<file path="src/uart_shadow_pkg.sv">
// package: address map, field layout, reset values, timing counts and carrier types
package uart_shadow_pkg;

	// ----------------------------------------------------------------
	// register map
	// ----------------------------------------------------------------
	localparam logic [31:0] SHADOW_BASE_ADDR   = 32'h5000_1030;
	localparam logic [31:0] SHADOW_SLOT6_ADDR  = 32'h5000_1048;
	localparam logic [31:0] SHADOW_LAST_ADDR   = 32'h5000_106c;
	localparam logic [31:0] FIFO_CONTROL_ADDR  = 32'h5000_1070;
	localparam logic [31:0] MODE_CONTROL_ADDR  = 32'h5000_1074;
	localparam logic [31:0] LINE_STATUS_ADDR   = 32'h5000_1078;

	// ----------------------------------------------------------------
	// fields
	// ----------------------------------------------------------------
	localparam int          DATA_MSB           = 7;
	localparam int          FIFO_EN_BIT        = 0;
	localparam int          IR_MODE_BIT        = 0;
	localparam int          STS_DATA_READY_BIT = 0;
	localparam int          STS_OVERRUN_BIT    = 1;
	localparam int          STS_TXH_EMPTY_BIT  = 5;
	localparam int          STS_TX_IDLE_BIT    = 6;
	localparam logic [7:0]  DATA_RESET         = 8'h00;
	localparam logic [31:0] WORD_ZERO          = 32'h0000_0000;

	// ----------------------------------------------------------------
	// timing
	// ----------------------------------------------------------------
	localparam int          CLK_HZ             = 10_000_000;
	localparam int          BAUD_HZ            = 115_200;
	localparam int          OVERSAMPLE         = 16;
	localparam int          TICK_DIV           = (CLK_HZ / (BAUD_HZ * OVERSAMPLE) < 1) ? 1 :
		CLK_HZ / (BAUD_HZ * OVERSAMPLE);
	localparam logic [3:0]  TICK_LAST          = 4'hf;
	localparam logic [3:0]  TICK_MID           = 4'h7;
	localparam logic [3:0]  IR_PULSE_TICKS     = 4'h3;
	localparam logic [3:0]  IR_STRETCH_TICKS   = 4'hf;
	localparam logic [2:0]  BIT_LAST           = 3'h7;
	localparam int          TX_DEPTH           = 16;
	localparam int          RX_DEPTH           = 8;

	// ----------------------------------------------------------------
	// types
	// ----------------------------------------------------------------
	typedef enum logic [3:0] {
		LINE_IDLE  = 4'b0001,
		LINE_START = 4'b0010,
		LINE_DATA  = 4'b0100,
		LINE_STOP  = 4'b1000
	} line_state_t;

	typedef struct packed {
		logic ir_mode;
		logic fifo_en;
	} ctrl_t;

	typedef struct packed {
		logic       pending;
		logic [7:0] data;
	} char_hold_t;

endpackage
</file>
<file path="src/uart_shadow_data_port.sv">
// shadow receive/transmit data port of the serial block, apb slave and line engines
`timescale 1ns/1ps
module uart_shadow_data_port
	import uart_shadow_pkg::*;
#(
	parameter int TX_FIFO_DEPTH = uart_shadow_pkg::TX_DEPTH,
	parameter int RX_FIFO_DEPTH = uart_shadow_pkg::RX_DEPTH,
	parameter int TICK_DIVIDE   = uart_shadow_pkg::TICK_DIV
) (
	input  wire logic        pclk,
	input  wire logic        presetn,
	input  wire logic        psel,
	input  wire logic        penable,
	input  wire logic        pwrite,
	input  wire logic [31:0] paddr,
	input  wire logic [31:0] pwdata,
	output logic      [31:0] prdata,
	output logic             pready,
	output logic             pslverr,
	input  wire logic        sin,
	input  wire logic        sir_in,
	output logic             sout,
	output logic             sir_out_n
);
	import uart_shadow_pkg::*;

	// ----------------------------------------------------------------
	// address decode
	// ----------------------------------------------------------------
	function automatic logic is_shadow(input logic [31:0] a);
		is_shadow = (a >= SHADOW_BASE_ADDR) && (a <= SHADOW_LAST_ADDR) && (a[1:0] == 2'b00);
	endfunction

	logic setup;
	logic access;
	logic wr_done;
	logic rd_done;
	logic hit_shadow;
	assign setup      = psel & ~penable;
	assign access     = psel & penable;
	assign wr_done    = access & pwrite;
	assign rd_done    = access & ~pwrite;
	assign hit_shadow = is_shadow(paddr);
	assign pready     = access;

	// ----------------------------------------------------------------
	// control and receive/transmit holding state
	// ----------------------------------------------------------------
	ctrl_t      ctrl_ff;
	ctrl_t      nxt_ctrl;
	char_hold_t rxh_ff;
	char_hold_t nxt_rxh;
	char_hold_t txh_ff;
	char_hold_t nxt_txh;
	logic       overrun_ff;
	logic       nxt_overrun;
	logic       flush;

	logic       txf_out_valid;
	logic       txf_out_ready;
	logic [7:0] txf_out_data;
	logic       rxf_in_valid;
	logic       rxf_in_ready;
	logic       rxf_out_valid;
	logic       rxf_out_ready;
	logic [7:0] rxf_out_data;

	logic       rx_done;
	logic [7:0] rx_char;
	logic       tx_take;
	logic       tx_idle;
	logic       pop_ok_ff;
	logic       nxt_pop_ok;
	logic       sts_rd_ff;
	logic       nxt_sts_rd;

	logic       data_ready;
	logic       txh_empty;
	logic       shadow_wr;
	logic       shadow_rd;
	logic [7:0] rx_head;

	assign data_ready = ctrl_ff.fifo_en ? rxf_out_valid : rxh_ff.pending;
	assign txh_empty  = ctrl_ff.fifo_en ? ~txf_out_valid : ~txh_ff.pending;
	assign rx_head    = ctrl_ff.fifo_en ? rxf_out_data : rxh_ff.data;
	assign shadow_wr  = wr_done & hit_shadow;
	assign shadow_rd  = rd_done & hit_shadow & pop_ok_ff;
	// switching fifo mode discards whatever was buffered in either direction
	assign flush      = wr_done && (paddr == FIFO_CONTROL_ADDR) &&
		(pwdata[FIFO_EN_BIT] != ctrl_ff.fifo_en);

	assign rxf_in_valid  = rx_done & ctrl_ff.fifo_en;
	assign rxf_out_ready = shadow_rd & ctrl_ff.fifo_en;
	assign txf_out_ready = tx_take & ctrl_ff.fifo_en;

	always_comb begin
		nxt_ctrl    = ctrl_ff;
		nxt_rxh     = rxh_ff;
		nxt_txh     = txh_ff;
		nxt_overrun = overrun_ff;
		if (wr_done && paddr == FIFO_CONTROL_ADDR) begin
			nxt_ctrl.fifo_en = pwdata[FIFO_EN_BIT];
		end
		if (wr_done && paddr == MODE_CONTROL_ADDR) begin
			nxt_ctrl.ir_mode = pwdata[IR_MODE_BIT];
		end
		// single receive holding byte
		if (shadow_rd && !ctrl_ff.fifo_en) begin
			nxt_rxh.pending = 1'b0;
		end
		if (rx_done && !ctrl_ff.fifo_en) begin
			nxt_rxh.data    = rx_char;
			nxt_rxh.pending = 1'b1;
		end
		if (flush) begin
			nxt_rxh.pending = 1'b0;
			nxt_txh.pending = 1'b0;
		end
		// single transmit holding byte; a write in the take cycle stays pending
		if (tx_take && !ctrl_ff.fifo_en) begin
			nxt_txh.pending = 1'b0;
		end
		if (shadow_wr && !ctrl_ff.fifo_en) begin
			nxt_txh.data    = pwdata[DATA_MSB:0];
			nxt_txh.pending = 1'b1;
		end
		// overrun is sticky, cleared by reading line status; a new event wins
		if (sts_rd_ff && rd_done && paddr == LINE_STATUS_ADDR) begin
			nxt_overrun = 1'b0;
		end
		if (rx_done && !ctrl_ff.fifo_en && rxh_ff.pending && !shadow_rd) begin
			nxt_overrun = 1'b1;
		end
		if (rxf_in_valid && !rxf_in_ready) begin
			nxt_overrun = 1'b1;
		end
	end

	always_ff @(posedge pclk or negedge presetn) begin
		if (!presetn) begin
			ctrl_ff    <= '0;
			rxh_ff     <= '{pending: 1'b0, data: DATA_RESET};
			txh_ff     <= '{pending: 1'b0, data: DATA_RESET};
			overrun_ff <= 1'b0;
		end else begin
			ctrl_ff    <= nxt_ctrl;
			rxh_ff     <= nxt_rxh;
			txh_ff     <= nxt_txh;
			overrun_ff <= nxt_overrun;
		end
	end

	// ----------------------------------------------------------------
	// fifos
	// ----------------------------------------------------------------
	// a full transmit fifo refuses the write, so the character is lost
	uart_shadow_fifo #(.WIDTH(8), .DEPTH(TX_FIFO_DEPTH)) u_tx_fifo (
		.pclk      (pclk),
		.presetn   (presetn),
		.flush     (flush),
		.in_valid  (shadow_wr & ctrl_ff.fifo_en),
		.in_ready  (),
		.in_data   (pwdata[DATA_MSB:0]),
		.out_valid (txf_out_valid),
		.out_ready (txf_out_ready),
		.out_data  (txf_out_data)
	);

	uart_shadow_fifo #(.WIDTH(8), .DEPTH(RX_FIFO_DEPTH)) u_rx_fifo (
		.pclk      (pclk),
		.presetn   (presetn),
		.flush     (flush),
		.in_valid  (rxf_in_valid),
		.in_ready  (rxf_in_ready),
		.in_data   (rx_char),
		.out_valid (rxf_out_valid),
		.out_ready (rxf_out_ready),
		.out_data  (rxf_out_data)
	);

	// ----------------------------------------------------------------
	// apb read data, captured in the setup cycle
	// ----------------------------------------------------------------
	logic [31:0] prdata_ff;
	logic [31:0] nxt_prdata;
	logic        pslverr_ff;
	logic        nxt_pslverr;

	always_comb begin
		nxt_prdata  = prdata_ff;
		nxt_pslverr = pslverr_ff;
		nxt_pop_ok  = pop_ok_ff;
		nxt_sts_rd  = sts_rd_ff;
		if (setup) begin
			nxt_prdata  = WORD_ZERO;
			nxt_pslverr = 1'b0;
			// pop only what was seen, so a char landing mid-transfer is not lost
			nxt_pop_ok  = data_ready;
			nxt_sts_rd  = (paddr == LINE_STATUS_ADDR);
			if (hit_shadow) begin
				nxt_prdata[DATA_MSB:0] = rx_head;
			end else if (paddr == FIFO_CONTROL_ADDR) begin
				nxt_prdata[FIFO_EN_BIT] = ctrl_ff.fifo_en;
			end else if (paddr == MODE_CONTROL_ADDR) begin
				nxt_prdata[IR_MODE_BIT] = ctrl_ff.ir_mode;
			end else if (paddr == LINE_STATUS_ADDR) begin
				nxt_prdata[STS_DATA_READY_BIT] = data_ready;
				nxt_prdata[STS_OVERRUN_BIT]    = overrun_ff;
				nxt_prdata[STS_TXH_EMPTY_BIT]  = txh_empty;
				nxt_prdata[STS_TX_IDLE_BIT]    = txh_empty & tx_idle;
			end else begin
				nxt_pslverr = 1'b1;
			end
		end
	end

	always_ff @(posedge pclk or negedge presetn) begin
		if (!presetn) begin
			prdata_ff  <= WORD_ZERO;
			pslverr_ff <= 1'b0;
			pop_ok_ff  <= 1'b0;
			sts_rd_ff  <= 1'b0;
		end else begin
			prdata_ff  <= nxt_prdata;
			pslverr_ff <= nxt_pslverr;
			pop_ok_ff  <= nxt_pop_ok;
			sts_rd_ff  <= nxt_sts_rd;
		end
	end

	assign prdata  = prdata_ff;
	assign pslverr = pslverr_ff & access;

	// ----------------------------------------------------------------
	// oversample tick divider
	// ----------------------------------------------------------------
	logic [15:0] div_ff;
	logic [15:0] nxt_div;
	logic        tick;
	assign tick = (div_ff == 16'(TICK_DIVIDE - 1));

	always_comb begin
		nxt_div = tick ? 16'h0000 : div_ff + 16'h0001;
	end

	always_ff @(posedge pclk or negedge presetn) begin
		if (!presetn) begin
			div_ff <= 16'h0000;
		end else begin
			div_ff <= nxt_div;
		end
	end

	// ----------------------------------------------------------------
	// transmitter
	// ----------------------------------------------------------------
	line_state_t tx_state_ff;
	line_state_t nxt_tx_state;
	logic [7:0]  tx_shift_ff;
	logic [7:0]  nxt_tx_shift;
	logic [2:0]  tx_bit_ff;
	logic [2:0]  nxt_tx_bit;
	logic [3:0]  tx_cnt_ff;
	logic [3:0]  nxt_tx_cnt;
	logic        sout_ff;
	logic        nxt_sout;
	logic        sir_ff;
	logic        nxt_sir;
	logic        tx_line;
	logic        tx_src_valid;

	assign tx_src_valid = ctrl_ff.fifo_en ? txf_out_valid : txh_ff.pending;
	assign tx_take      = tick & (tx_state_ff == LINE_IDLE) & tx_src_valid;
	assign tx_idle      = (tx_state_ff == LINE_IDLE);

	always_comb begin
		nxt_tx_state = tx_state_ff;
		nxt_tx_shift = tx_shift_ff;
		nxt_tx_bit   = tx_bit_ff;
		nxt_tx_cnt   = tx_cnt_ff;
		tx_line      = 1'b1;
		case (tx_state_ff)
			LINE_IDLE: begin
				if (tx_take) begin
					nxt_tx_shift = ctrl_ff.fifo_en ? txf_out_data : txh_ff.data;
					nxt_tx_cnt   = 4'h0;
					nxt_tx_state = LINE_START;
				end
			end
			LINE_START: begin
				tx_line = 1'b0;
			end
			LINE_DATA: begin
				tx_line = tx_shift_ff[0];
			end
			LINE_STOP: begin
				tx_line = 1'b1;
			end
			default: begin
				nxt_tx_state = LINE_IDLE;
			end
		endcase
		if (tick && tx_state_ff != LINE_IDLE) begin
			nxt_tx_cnt = tx_cnt_ff + 4'h1;
			if (tx_cnt_ff == TICK_LAST) begin
				case (tx_state_ff)
					LINE_START: begin
						nxt_tx_bit   = 3'h0;
						nxt_tx_state = LINE_DATA;
					end
					LINE_DATA: begin
						nxt_tx_shift = {1'b0, tx_shift_ff[7:1]};
						nxt_tx_bit   = tx_bit_ff + 3'h1;
						if (tx_bit_ff == BIT_LAST) begin
							nxt_tx_state = LINE_STOP;
						end
					end
					default: begin
						nxt_tx_state = LINE_IDLE;
					end
				endcase
			end
		end
		// infrared: a zero bit is a short low pulse, everything else idles high
		nxt_sout = ctrl_ff.ir_mode ? 1'b1 : tx_line;
		nxt_sir  = ~(ctrl_ff.ir_mode && !tx_line && tx_cnt_ff < IR_PULSE_TICKS);
	end

	always_ff @(posedge pclk or negedge presetn) begin
		if (!presetn) begin
			tx_state_ff <= LINE_IDLE;
			tx_shift_ff <= 8'h00;
			tx_bit_ff   <= 3'h0;
			tx_cnt_ff   <= 4'h0;
			sout_ff     <= 1'b1;
			sir_ff      <= 1'b1;
		end else begin
			tx_state_ff <= nxt_tx_state;
			tx_shift_ff <= nxt_tx_shift;
			tx_bit_ff   <= nxt_tx_bit;
			tx_cnt_ff   <= nxt_tx_cnt;
			sout_ff     <= nxt_sout;
			sir_ff      <= nxt_sir;
		end
	end

	assign sout      = sout_ff;
	assign sir_out_n = sir_ff;

	// ----------------------------------------------------------------
	// receiver
	// ----------------------------------------------------------------
	line_state_t rx_state_ff;
	line_state_t nxt_rx_state;
	logic [7:0]  rx_shift_ff;
	logic [7:0]  nxt_rx_shift;
	logic [2:0]  rx_bit_ff;
	logic [2:0]  nxt_rx_bit;
	logic [3:0]  rx_cnt_ff;
	logic [3:0]  nxt_rx_cnt;
	logic [3:0]  ir_hold_ff;
	logic [3:0]  nxt_ir_hold;
	logic        rx_line;

	// an infrared pulse is stretched over one bit time so mid-bit sampling sees it
	assign rx_line = ctrl_ff.ir_mode ? (ir_hold_ff == 4'h0) : sin;
	assign rx_done = tick & (rx_state_ff == LINE_STOP) & (rx_cnt_ff == TICK_LAST) & rx_line;
	assign rx_char = rx_shift_ff;

	always_comb begin
		nxt_rx_state = rx_state_ff;
		nxt_rx_shift = rx_shift_ff;
		nxt_rx_bit   = rx_bit_ff;
		nxt_rx_cnt   = rx_cnt_ff;
		nxt_ir_hold  = ir_hold_ff;
		if (sir_in) begin
			nxt_ir_hold = IR_STRETCH_TICKS;
		end else if (tick && ir_hold_ff != 4'h0) begin
			nxt_ir_hold = ir_hold_ff - 4'h1;
		end
		if (tick) begin
			nxt_rx_cnt = rx_cnt_ff + 4'h1;
			case (rx_state_ff)
				LINE_IDLE: begin
					nxt_rx_cnt = 4'h0;
					if (!rx_line) begin
						nxt_rx_state = LINE_START;
					end
				end
				LINE_START: begin
					if (rx_cnt_ff == TICK_MID) begin
						nxt_rx_cnt   = 4'h0;
						nxt_rx_bit   = 3'h0;
						nxt_rx_state = rx_line ? LINE_IDLE : LINE_DATA;
					end
				end
				LINE_DATA: begin
					if (rx_cnt_ff == TICK_LAST) begin
						nxt_rx_shift = {rx_line, rx_shift_ff[7:1]};
						nxt_rx_bit   = rx_bit_ff + 3'h1;
						if (rx_bit_ff == BIT_LAST) begin
							nxt_rx_state = LINE_STOP;
						end
					end
				end
				LINE_STOP: begin
					if (rx_cnt_ff == TICK_LAST) begin
						nxt_rx_state = LINE_IDLE;
					end
				end
				default: begin
					nxt_rx_state = LINE_IDLE;
				end
			endcase
		end
	end

	always_ff @(posedge pclk or negedge presetn) begin
		if (!presetn) begin
			rx_state_ff <= LINE_IDLE;
			rx_shift_ff <= 8'h00;
			rx_bit_ff   <= 3'h0;
			rx_cnt_ff   <= 4'h0;
			ir_hold_ff  <= 4'h0;
		end else begin
			rx_state_ff <= nxt_rx_state;
			rx_shift_ff <= nxt_rx_shift;
			rx_bit_ff   <= nxt_rx_bit;
			rx_cnt_ff   <= nxt_rx_cnt;
			ir_hold_ff  <= nxt_ir_hold;
		end
	end
endmodule

</file>
<file path="src/uart_shadow_fifo.sv">
// synchronous fifo with valid/ready on both sides and a flush
`timescale 1ns/1ps
module uart_shadow_fifo #(
	parameter int WIDTH = 8,
	parameter int DEPTH = 8
) (
	input  wire logic             pclk,
	input  wire logic             presetn,
	input  wire logic             flush,
	input  wire logic             in_valid,
	output logic                  in_ready,
	input  wire logic [WIDTH-1:0] in_data,
	output logic                  out_valid,
	input  wire logic             out_ready,
	output logic      [WIDTH-1:0] out_data
);
	localparam int AW = (DEPTH > 1) ? $clog2(DEPTH) : 1;

	logic [WIDTH-1:0] mem_ff [DEPTH];
	logic [WIDTH-1:0] nxt_mem [DEPTH];
	logic [AW-1:0]    wr_ptr_ff;
	logic [AW-1:0]    nxt_wr_ptr;
	logic [AW-1:0]    rd_ptr_ff;
	logic [AW-1:0]    nxt_rd_ptr;
	logic [AW:0]      count_ff;
	logic [AW:0]      nxt_count;
	logic             push;
	logic             pop;

	function automatic logic [AW-1:0] ptr_inc(input logic [AW-1:0] p);
		ptr_inc = (p == AW'(DEPTH - 1)) ? '0 : p + 1'b1;
	endfunction

	assign in_ready  = (count_ff != (AW+1)'(DEPTH));
	assign out_valid = (count_ff != '0);
	assign out_data  = mem_ff[rd_ptr_ff];
	assign push      = in_valid & in_ready;
	assign pop       = out_valid & out_ready;

	always_comb begin
		nxt_mem    = mem_ff;
		nxt_wr_ptr = wr_ptr_ff;
		nxt_rd_ptr = rd_ptr_ff;
		nxt_count  = count_ff;
		if (flush) begin
			nxt_wr_ptr = '0;
			nxt_rd_ptr = '0;
			nxt_count  = '0;
		end else begin
			if (push) begin
				nxt_mem[wr_ptr_ff] = in_data;
				nxt_wr_ptr         = ptr_inc(wr_ptr_ff);
			end
			if (pop) begin
				nxt_rd_ptr = ptr_inc(rd_ptr_ff);
			end
			if (push && !pop) begin
				nxt_count = count_ff + 1'b1;
			end else if (pop && !push) begin
				nxt_count = count_ff - 1'b1;
			end
		end
	end

	always_ff @(posedge pclk or negedge presetn) begin
		if (!presetn) begin
			for (int i = 0; i < DEPTH; i++) begin
				mem_ff[i] <= '0;
			end
			wr_ptr_ff <= '0;
			rd_ptr_ff <= '0;
			count_ff  <= '0;
		end else begin
			mem_ff    <= nxt_mem;
			wr_ptr_ff <= nxt_wr_ptr;
			rd_ptr_ff <= nxt_rd_ptr;
			count_ff  <= nxt_count;
		end
	end
endmodule

</file>
<file path="config.mk">
export PLATFORM = sky130hd
export DESIGN_NAME = uart_shadow_data_port
export DESIGN_NICKNAME = d
export VERILOG_FILES = /design/src/uart_shadow_pkg.sv /design/src/uart_shadow_data_port.sv /design/src/uart_shadow_fifo.sv
export SDC_FILE = /design/constraint.sdc
export NUM_CORES = 1
export LEC_CHECK = 0
export BUFFER_PORTS_ARGS = -buffer_cell sky130_fd_sc_hd__buf_2
export CAP_MARGIN = 40
export CORE_MARGIN = 4
export CORE_UTILIZATION = 35
export DETAILED_ROUTE_END_ITERATION = 8
export GPL_TIMING_DRIVEN = 0
export PLACE_DENSITY = 0.51
export SYNTH_ARGS = -nofsm -noshare
export SYNTH_HDL_FRONTEND = slang
export SYNTH_SLANG_ARGS = --single-unit
</file>
<file path="constraint.sdc">
create_clock -name pclk -period 4.1 [get_ports pclk]
set_input_delay 0.205 -clock pclk [delete_from_list [all_inputs] [get_ports pclk]]
set_output_delay 0.205 -clock pclk [all_outputs]
set_load 0.05 [all_outputs]
</file>
==> results of run 1 <==
[Yosys cell counts, drive strengths merged (3+ instances only)]
| cell type | number | share of area |
|---|---|---|
| nand3b | 8 | 0.0039 |
| a211oi | 8 | 0.0043 |
| clkbuf | 44 | 0.011 |
| nor4 | 14 | 0.0071 |
| dfstp | 4 | 0.0069 |
| a21oi | 18 | 0.0059 |
| nand2 | 70 | 0.017 |
| a21o | 10 | 0.0049 |
| o31ai | 4 | 0.0020 |
| inv | 25 | 0.0062 |
| nand2b | 15 | 0.0062 |
| a221o | 7 | 0.0046 |
| dfrtp | 303 | 0.50 |
| and3 | 13 | 0.0054 |
| buf | 38 | 0.017 |
| and3b | 3 | 0.0017 |
| o211ai | 3 | 0.0015 |
| or4 | 3 | 0.0015 |
| mux4 | 56 | 0.083 |
| nor3 | 13 | 0.0046 |
| a2111oi | 3 | 0.0046 |
| xor2 | 8 | 0.0046 |
| and2 | 8 | 0.0033 |
| nand4 | 18 | 0.017 |
| a31oi | 10 | 0.0041 |
| a211o | 3 | 0.0017 |
| nand3 | 31 | 0.012 |
| o2111ai | 5 | 0.0029 |
| nor2b | 9 | 0.0037 |
| xnor2 | 15 | 0.0086 |
| nor3b | 5 | 0.0031 |
| mux2 | 220 | 0.16 |
| o21ai | 21 | 0.0069 |
| nor2 | 56 | 0.014 |
| mux2i | 33 | 0.022 |
| nor4bb | 4 | 0.0026 |
| ha | 24 | 0.020 |
| o21a | 3 | 0.0015 |
[logic make-up (layout without fill, tap and decap cells)]
kind of cell    after synthesis  in the layout  share of synthesized area
compound gates              109            109                     0.0524
xor+xnor                     23             23                     0.0132
fa+ha+maj                    26             26                     0.0223
buf+inv                     107            257                     0.0343
flops                       307            307                      0.504
mux                         309            309                      0.267
other cells                   1             24                   0.000246
simple gates                277            277                      0.107
[flip-flops by register name (all words and copies together) (netlist names), 5 cells and up]
| signal | count |
|---|---|
| u_tx_fifo.mem_ff | 128 |
| u_rx_fifo.mem_ff | 64 |
| div_ff | 16 |
| rxh_ff | 9 |
| txh_ff | 9 |
| prdata | 8 |
| rx_char | 8 |
| tx_shift_ff | 8 |
| u_tx_fifo.count_ff | 5 |
[per-layer routing]
| layer | routed length, um | track usage | up-vias |
|---|---|---|---|
| met2 | 16200 | 0.241 | 135 |
| met3 | 1300 | 0.0286 | 40 |
| met4 | 556 | 0.0363 | 0 |
| met5 | 0 | 0 | - |
| li1 | - | - | 4526 |
| met1 | 17500 | 0.225 | 4916 |
[area by class of cell]
cell class	instances	area share
Sequential cell	307	0.428
Clock buffer	57	0.0614
Multi-Input combinational cell	768	0.398
Inverter	25	0.00523
Tap cell	585	0.0408
Clock inverter	11	0.00906
Timing Repair Buffer	82	0.0335
Buffer	82	0.0239
[through the flow]
stage | power [mW] | setup WS [ns] | TNS (ns)
floorplan | 3.39 | 0.629 | 0
finish | 6.87 | 0.306 | 0
detailed placement | 3.56 | 0.282 | 0
global route | 7.16 | 0.0665 | 0
global placement | 3.54 | -3.20 | -966.04
CTS | 6.97 | 0.230 | 0
[path summary, 6_finish.rpt]
check	startpoint	endpoint	slack (ns)	depth (start not counted)
setup / recovery	div_ff[0]	u_tx_fifo.count_ff[4]	0.31	12
hold / removal	pwdata[6]	u_tx_fifo.mem_ff[94]	0.07	2
setup reg to reg	div_ff[0]	u_tx_fifo.count_ff[4]	0.31	12
hold reg to reg	prdata[7]	prdata[7]	0.47	2
max in group asynchronous	presetn	u_tx_fifo.mem_ff[19]	2.39	5
min in group asynchronous	presetn	div_ff[8]	0.16	2
[power by group]
| group | leakage (nW) | total, mW | switching [mW] | internal, mW |
|---|---|---|---|---|
| Sequential | 4.21 | 3.11 | 0.0400 | 3.07 |
| Clock | 0.616 | 3.37 | 1.31 | 2.05 |
| Combinational | 3.75 | 0.397 | 0.266 | 0.130 |
| Total | 8.58 | 6.87 | 1.62 | 5.25 |
==> results.md, run 1 <==
- Result of the run: finished, final reports clean
- Final count of negative-setup-slack endpoints: 0
- Row count: 76
- Critical path startpoint category: flop
- Die Span Y: 217 um
- Distinct cells, synth: 71
- Type of destination of the critical path: flop
- Detailed-route via count: 9,617
- HPWL Detailed: 25,500 um
- Data required, critical path: 4.52 ns
- Per-cell via count in the routed design: 5.02
- Synthesized netlist cell count: 1,159
- Final GP Congestion: 0.780
- Clock-pin transition on the worst setup and hold timing paths: 0.06 ns
- Overall track demand over capacity in global routing: 0.154
- Count of instances resized after the clock tree is built: 0
- Worst rel slew slack: 0.451
- Finished Cell Area: 17,900 um2
- Start-to-end type of the worst setup path: reg -> reg
- Highest-count cells in the layout ignoring fill and taps: dfrtp_1 (303), mux2_2 (220), nand2_1 (70)
- Number of enable flip-flop cells after synthesis: 0
- Clock tree from TritonCTS: built
- Area of the multi-input gates: 7140 um2
- Setup repair after global routing missed its margin: false
- Clock root buffer master: clkbuf_16
- Final-layout fill cell count: 4,063
- Layout area overhead: 17.7%
- Most common library cell in the layout ignoring fill and taps: dfrtp_1
- Number of post-CTS setup repair buffers: 0
- Maximum net fanout on the critical path: 10
- Post-synthesis async set-or-reset flop share: 1.00
- IO Count: 107
- Final hold vios: 0
- Number of buffers created by CTS: 37
- Antenna cells: 0
- Largest net degree at the start of global routing: 100
- Number of maximum-capacitance constraint violations: 0
- Shortest clock period the worst path allows after layout: 3.79 ns
- Routed length per instance: 18.5 um
- Grt ovf: 0
- Main flop type after synthesis: dfrtp_1
- Total of warnings raised by yosys: 0
- Post-synthesis sequential area ratio: 0.504
- Number of hold buffers added after cts: 7
- Cell with the biggest individual delay on the critical path: o31ai_1
- Number of buffers between clock root and the deepest sink: 3
- Share of the cycle needed by the critical path after routing: 0.925
- Drc violations: 0
- Port Buf Inserts: 57
- Die width: 217 um
- Detailed-routing iteration count for the pre-antenna-repair pass: 5
- Static leakage power: 8.58 nW
- Clock Latency Late Sink: 0.56 ns
- Number of levels the H-tree was split into: 2
- Storage element area: 7690 um2
- Number of buffer and inverter instances along the worst setup path: 2
- Final-layout worst hold slack: 0.0696 ns
- Flip-flop and latch count after synthesis: 307
- Synthesized area divided by synthesized cell count: 13.2 um2
- CP peak stage delay: 0.72 ns
- Area of the core region: 43,100 um2
- DIE AREA: 47,000 um2
- Netlist area before placement: 15,300 um2
- Core Util, Final: 0.417
- Number of pins with negative max-slew slack in the final report: 0
- Transition time at the pin with the least slew margin: 0.823 ns
- Total number of clock tree sinks: 307
- Detailed Route Iter0 Violations: 583
- First-pass GRT wire length: 57,700 um
- Vias in the first global route: 10,100
- Final instance count without filler cells: 1,917
- Placed cell area: 16,600 um2
- Worst min-delay path class: in -> reg
- Fraction of layout cells with a size suffix above 1: 0.354
- ANT nets after route: 0
- Final setup skew: 0.0228 ns
- Worst ir drop on vdd: 0.271 mV
- Net count of the finished layout: 1,400
- Power Dens Cells: 383 nW/um2
- Total detailed-routing wirelength: 35,500 um
- Number of antenna violations at the first check in global routing: 0
- Most numerous cell on the critical path: ha_1
- Initial core utilization: 0.354
- Placed Cells incl. Taps: 1,842
- Arrival time worst endpoint: 4.21 ns
- CP delay by family, top: compound AO/OA/AOI/OAI gates
- Timing-limited maximum frequency: 0.264 GHz
- Cells along the critical path: inv_1, ha_1, nor4bb_1, nand4_1, clkbuf_1, o31ai_1, ha_1, a21o_1, a21oi_1, nor2_1, mux2i_1, mux2_2
Power figures use the tool's default switching activity.
==> inputs of run 2 (changes only) <==
--- a/config.mk
+++ b/config.mk
@@ -12,6 +12,7 @@
 export DETAILED_ROUTE_END_ITERATION = 8
 export GPL_TIMING_DRIVEN = 0
 export PLACE_DENSITY = 0.51
+export REMOVE_ABC_BUFFERS = 1
 export SYNTH_ARGS = -nofsm -noshare
 export SYNTH_HDL_FRONTEND = slang
 export SYNTH_SLANG_ARGS = --single-unit
==> run 2 against run 1 <==
Net effect: combinational power down 8.6%; die area stayed put; sequential share of layout area grew 1.2 points; clock power fell by 6.5%; highest routed layer unchanged; register-to-register slack improved by 0.08 ns; first-iteration DRC count shrank 23%; critical endpoint is now u_rx_fifo.mem_ff[55].
==> results.md, run 2 (synthesis gave the netlist of run 1 again) <==
- HPWL Detailed: 22,800 um
- Storage element area: 7690 um2
- Final hold vios: 0
- CP peak stage delay: 0.67 ns
- Overall track demand over capacity in global routing: 0.144
- Worst rel slew slack: 0.382
- Number of maximum-capacitance constraint violations: 0
- Clock Latency Late Sink: 0.54 ns
- Setup slack of the worst register-to-register path: 0.38 ns
- Data required, critical path: 4.52 ns
- Detailed Route Iter0 Violations: 446
- Final count of negative-setup-slack endpoints: 0
- Start-to-end type of the worst setup path: reg -> reg
- Clock tree from TritonCTS: built
- Timing-limited maximum frequency: 0.269 GHz
- Worst ir drop on vdd: 0.329 mV
- Met2 Routed Length: 15,400 um
- Number of antenna violations at the first check in global routing: 1
- Beginning of the worst hold path: paddr[2]
- Clock-pin transition on the worst setup and hold timing paths: 0.06 ns
- Final GP Congestion: 0.756
- Vias in the first global route: 9,566
- Cells on Worst Hold Path: 3
- Cells along the critical path: nor4_1, nand4_1, nor4_4, nand3b_1, nor3b_2, buf_6, mux2_2
- Grt ovf: 0
- Critical path startpoint category: flop
- Flip-flop count of the largest register, all copies and words added: 128
- Layout area overhead: 14.5%
- Drc violations: 0
- Number of buffers between clock root and the deepest sink: 3
- Cell with the biggest individual delay on the critical path: nor4_4
- ANT nets after route: 0
- FF-to-FF Start: div_ff[10]
- Setup repair after global routing missed its margin: false
- Number of buffers created by CTS: 37
- Number of pins with negative max-slew slack in the final report: 0
- Highest-count cells in the layout ignoring fill and taps: dfrtp_1 (300), mux2_2 (220), nand2_1 (70)
- Type of destination of the critical path: flop
- Most common library cell in the layout ignoring fill and taps: dfrtp_1
- Per-cell via count in the routed design: 5.06
- Depth of the worst register-to-register path: 7
- Detail Route met3 WL: 1250 um
- Area of the core region: 43,100 um2
- Detailed-route via count: 9,273
- Reg-to-reg critical path endpoint: u_rx_fifo.mem_ff[55]
- Static leakage power: 8.33 nW
- Shortest clock period the worst path allows after layout: 3.72 ns
- DIE AREA: 47,000 um2
- Port Buf Inserts: 58
- Area of the multi-input gates: 7160 um2
- Maximum net fanout on the critical path: 9
- Met1 WL: 16,000 um
- Fraction of layout cells with a size suffix above 1: 0.362
- Setup total negative slack: 0 ns
- Final-layout fill cell count: 4,054
- Worst min-delay path class: in -> reg
- Top register by number of flip-flops: u_tx_fifo.mem_ff
- Transition time at the pin with the least slew margin: 0.919 ns
- Final-layout worst hold slack: 0.0870 ns
- Placed cell area: 16,300 um2
- Finished Cell Area: 17,500 um2
- Die Span Y: 217 um
- Final setup skew: 0.0153 ns
- First-pass GRT wire length: 54,500 um
- Topmost layer with routed signal wires: met4
- Worst Hold Endpoint: ctrl_ff[1]
- Die width: 217 um
- Arrival time worst endpoint: 4.14 ns
- Row count: 76
- Total detailed-routing wirelength: 33,300 um
- Clock root buffer master: clkbuf_16
- Share of the cycle needed by the critical path after routing: 0.907
- Detailed-routing iteration count for the pre-antenna-repair pass: 5
- Largest net degree at the start of global routing: 108
- Power Dens Cells: 379 nW/um2
- Biggest registers after layout: u_tx_fifo.mem_ff x128, u_rx_fifo.mem_ff x64, div_ff x16
- Antenna cells: 0
- Net count of the finished layout: 1,320
- Total number of clock tree sinks: 307
- IO Count: 107
- Result of the run: finished, final reports clean
- Number of levels the H-tree was split into: 2
- Routed length per instance: 18.2 um
- Initial core utilization: 0.354
run 2: what timing repair did:
item,in CTS,in global routing
setup buffers,0,4
hold endpoints to repair,55,0
hold buffers,2,0
resized for setup,0,2
endpoints found under the setup margin,0,8
run 2: area by class of cell:
cell class,count,area share
well taps,585,0.0419
clock inverters,6,0.00301
flip-flops and latches,307,0.440
inverters,25,0.00537
repair buffers,84,0.0362
multi-input cells,768,0.410
clock buffers,56,0.0634
run 2: worst max path at each step:
| stage | startpoint | end | cells past startpoint |
|---|---|---|---|
| final | div_ff[10] | u_rx_fifo.mem_ff[55] | 7 |
| after global routing | div_ff[10] | u_rx_fifo.mem_ff[52] | 7 |
| after CTS | div_ff[0] | u_tx_fifo.count_ff[4] | 11 |
| after detailed placement | paddr[17] | u_tx_fifo.count_ff[4] | 12 |
| after global placement | presetn | div_ff[12] | 1 |
| after floorplan | ctrl_ff[0] | u_tx_fifo.count_ff[4] | 11 |
run 2: power by group:
part / leakage (nW) / internal [mW] / switching (mW)
registers: 4.21 / 3.07 / 0.0398
clock network: 0.575 / 1.86 / 1.28
logic: 3.55 / 0.110 / 0.253
run 2: worst max-delay path, delay by kind of cell (launching register included):
kind	cells	cell delay [ns]
simple gates	5	2.65
flops	1	0.41
mux	1	0.33
buf+inv	1	0.21
run 2: per-stage QoR:
| stage | instances | util | worst slack (ns) | total power, mW |
|---|---|---|---|---|
| final | 1831 | 0.406 | 0.383 | 6.62 |
| after global routing | 1831 | 0.406 | 0.110 | 6.93 |
| after CTS | 1827 | 0.405 | 0.0963 | 6.76 |
| after detailed placement | 1763 | 0.377 | 0.0791 | 3.53 |
| after global placement | 1743 | 0.370 | -3.42 | 3.51 |
| after floorplan | 1100 | - | -0.226 | 3.36 |
run 2: metal layers:
layer / up-vias / track usage
li1: 4358 / -
met1: 4733 / 0.204
met2: 138 / 0.231
met3: 44 / 0.0283
met4: 0 / 0.0320
met5: - / 0
==> inputs of run 3 (changes only) <==
==> constraint.sdc (replaced) <==
create_clock -name pclk -period 4.7 [get_ports pclk]
set_input_delay 0.235 -clock pclk [delete_from_list [all_inputs] [get_ports pclk]]
set_output_delay 0.235 -clock pclk [all_outputs]
set_load 0.05 [all_outputs]
==> run 3 against run 2 <==
Net effect: setup slack improved by 0.35 ns; via count fell by 0.33%; register-to-register slack improved by 0.35 ns; critical endpoint is now u_tx_fifo.count_ff[4]; count of clock-buffer cells in the layout did not move; critical path depth rose by 4; largest power group unchanged; core utilization fell by 0.087 points; combinational power fell by 13%; sequential share of layout area rose by 0.081 points.
==> results.md, run 3 (synthesis gave the netlist of run 1 again) <==
- Number of maximum-capacitance constraint violations: 0
- Highest-count cells in the layout ignoring fill and taps: dfrtp_1 (300), mux2_2 (220), nand2_1 (70)
- Count of instances resized after the clock tree is built: 0
- Arrival time worst endpoint: 4.39 ns
- First-pass GRT wire length: 54,500 um
- Flip-flop count of the largest register, all copies and words added: 128
- Beginning of the worst hold path: paddr[2]
- Share of the cycle needed by the critical path after routing: 0.844
- Fraction of layout cells with a size suffix above 1: 0.359
- Timing-limited maximum frequency: 0.252 GHz
- Final count of negative-setup-slack endpoints: 0
- CP delay by family, top: compound AO/OA/AOI/OAI gates
- Number of buffer and inverter instances along the worst setup path: 1
- Clock tree from TritonCTS: built
- CP peak stage delay: 0.90 ns
- DIE AREA: 47,000 um2
- Area of the core region: 43,100 um2
- Switching part of the total: 0.239
- Clock share of power: 0.476
- Cell with the biggest individual delay on the critical path: dfrtp_2
- Most common library cell in the layout ignoring fill and taps: dfrtp_1
- Clock root buffer master: clkbuf_16
- Cell depth of the worst setup path: 11
- Vias in the first global route: 9,566
- ANT nets after route: 0
- Sequential cell fraction of total power: 0.469
- Top register by number of flip-flops: u_tx_fifo.mem_ff
- Maximum net fanout on the critical path: 34
- Worst rel slew slack: 0.374
- Layout area overhead: 14.3%
- Final-layout fill cell count: 4,055
- Row count: 76
- Placed cell area: 16,300 um2
- Power Total: 5.78 mW
- Number of buffers created by CTS: 37
- Worst min-delay path class: in -> reg
- Grt ovf: 0
- Cells on Worst Hold Path: 3
- Storage element area: 7690 um2
- Number of buffers between clock root and the deepest sink: 3
- Transition time at the pin with the least slew margin: 0.932 ns
- Biggest registers after layout: u_tx_fifo.mem_ff x128, u_rx_fifo.mem_ff x64, div_ff x16
- CP startpoint: ctrl_ff[0]
- Final-layout worst hold slack: 0.117 ns
- Clock-pin transition on the worst setup and hold timing paths: 0.06 ns
- Per-cell via count in the routed design: 5.06
- Routed length per instance: 18.2 um
- Clock Latency Late Sink: 0.54 ns
- Detailed-route via count: 9,242
- Worst-case setup slack after placement: 0.649 ns
- Result of the run: finished, final reports clean
- Final hold vios: 0
- Setup repair after global routing missed its margin: false
- Worst path setup slack after routing: 0.734 ns
- IO Count: 107
- Setup total negative slack: 0 ns
- Drc violations: 0
- Final setup skew: 0.0155 ns
- Total number of clock tree sinks: 307
- Area of the multi-input gates: 7150 um2
- Depth of the worst register-to-register path: 11
- Type of destination of the critical path: flop
- Overall track demand over capacity in global routing: 0.144
- Cells along the critical path: inv_1, a21oi_2, nand3_1, a211oi_1, o31ai_1, fa_1, a21o_1, a21oi_1, nor2_1, mux2i_1, mux2_2
- Critical path startpoint category: flop
- FF-to-FF Start: ctrl_ff[0]
- Detailed Route Iter0 Violations: 501
- Initial core utilization: 0.354
- Largest net degree at the start of global routing: 108
- Switching power: 1.38 mW
- Static leakage power: 8.31 nW
- Finished Cell Area: 17,400 um2
- Power Dens Cells: 331 nW/um2
- Number of levels the H-tree was split into: 2
- Power share of the combinational group: 0.055
- Final GP Congestion: 0.756
- Internal power: 4.40 mW
- Antenna cells: 0
- Total detailed-routing wirelength: 33,300 um
- Shortest clock period the worst path allows after layout: 3.97 ns
- Data required, critical path: 5.12 ns
- Die width: 217 um
- Number of antenna violations at the first check in global routing: 1
- Net count of the finished layout: 1,316
- Start-to-end type of the worst setup path: reg -> reg
- HPWL Detailed: 22,800 um
- Die Span Y: 217 um
- Port Buf Inserts: 58
- Worst ir drop on vdd: 0.288 mV
- Number of pins with negative max-slew slack in the final report: 0
- Detailed-routing iteration count for the pre-antenna-repair pass: 6
run 3: changes by cell type in the layout (fill, tap and decap cells not counted), sizes merged:
cell,change
buf,-4
run 3: repair_timing:
| action | CTS | global route |
|---|---|---|
| buffers inserted | 0 | 0 |
| endpoints found under the hold margin | 55 | 0 |
| hold buffers | 2 | 0 |
run 3: through the flow:
stage / utilization / instances
finish: 0.405 / 1827
global route: 0.405 / 1827
CTS: 0.405 / 1827
detailed placement: 0.377 / 1763
global placement: 0.370 / 1743
floorplan: - / 1100
run 3: cell type report:
| class | instances | share of cell area |
|---|---|---|
| clock inverter | 6 | 0.00301 |
| tap | 585 | 0.0420 |
| clock buffer | 56 | 0.0635 |
| multi-input combinational | 768 | 0.410 |
| timing repair buffer | 80 | 0.0345 |
| sequential | 307 | 0.441 |
| inverter | 25 | 0.00538 |
run 3: final timing paths:
check	end	slack, ns
setup reg to reg	u_tx_fifo.count_ff[4]	0.73
max in group asynchronous	div_ff[1]	3.58
hold reg to reg	prdata[7]	0.47
min in group asynchronous	u_rx_fifo.mem_ff[51]	0.23
hold / removal	ctrl_ff[1]	0.12
setup / recovery	u_tx_fifo.count_ff[4]	0.73
run 3: power groups by stage:
stage               clock network (mW)  registers, mW  logic [mW]
finish                            2.75           2.71       0.317
global route                      2.97           2.71       0.361
CTS                               2.86           2.71       0.324
detailed placement                   0           2.76       0.323
global placement                     0           2.76       0.308
floorplan                            0           2.76       0.176
run 3: worst min-delay path, cell delays in order:
cell and delay, ns:
buf_2 0.15, nand3_1 0.09, mux2_2 0.15
run 3: per-layer routing:
layer,GRT usage,up-vias,share of wire,wire (um)
met5,0,-,0,0
met4,0.0320,0,0.016,546
met3,0.0283,44,0.036,1200
met2,0.231,126,0.46,15400
met1,0.204,4725,0.48,16100
li1,-,4347,-,-
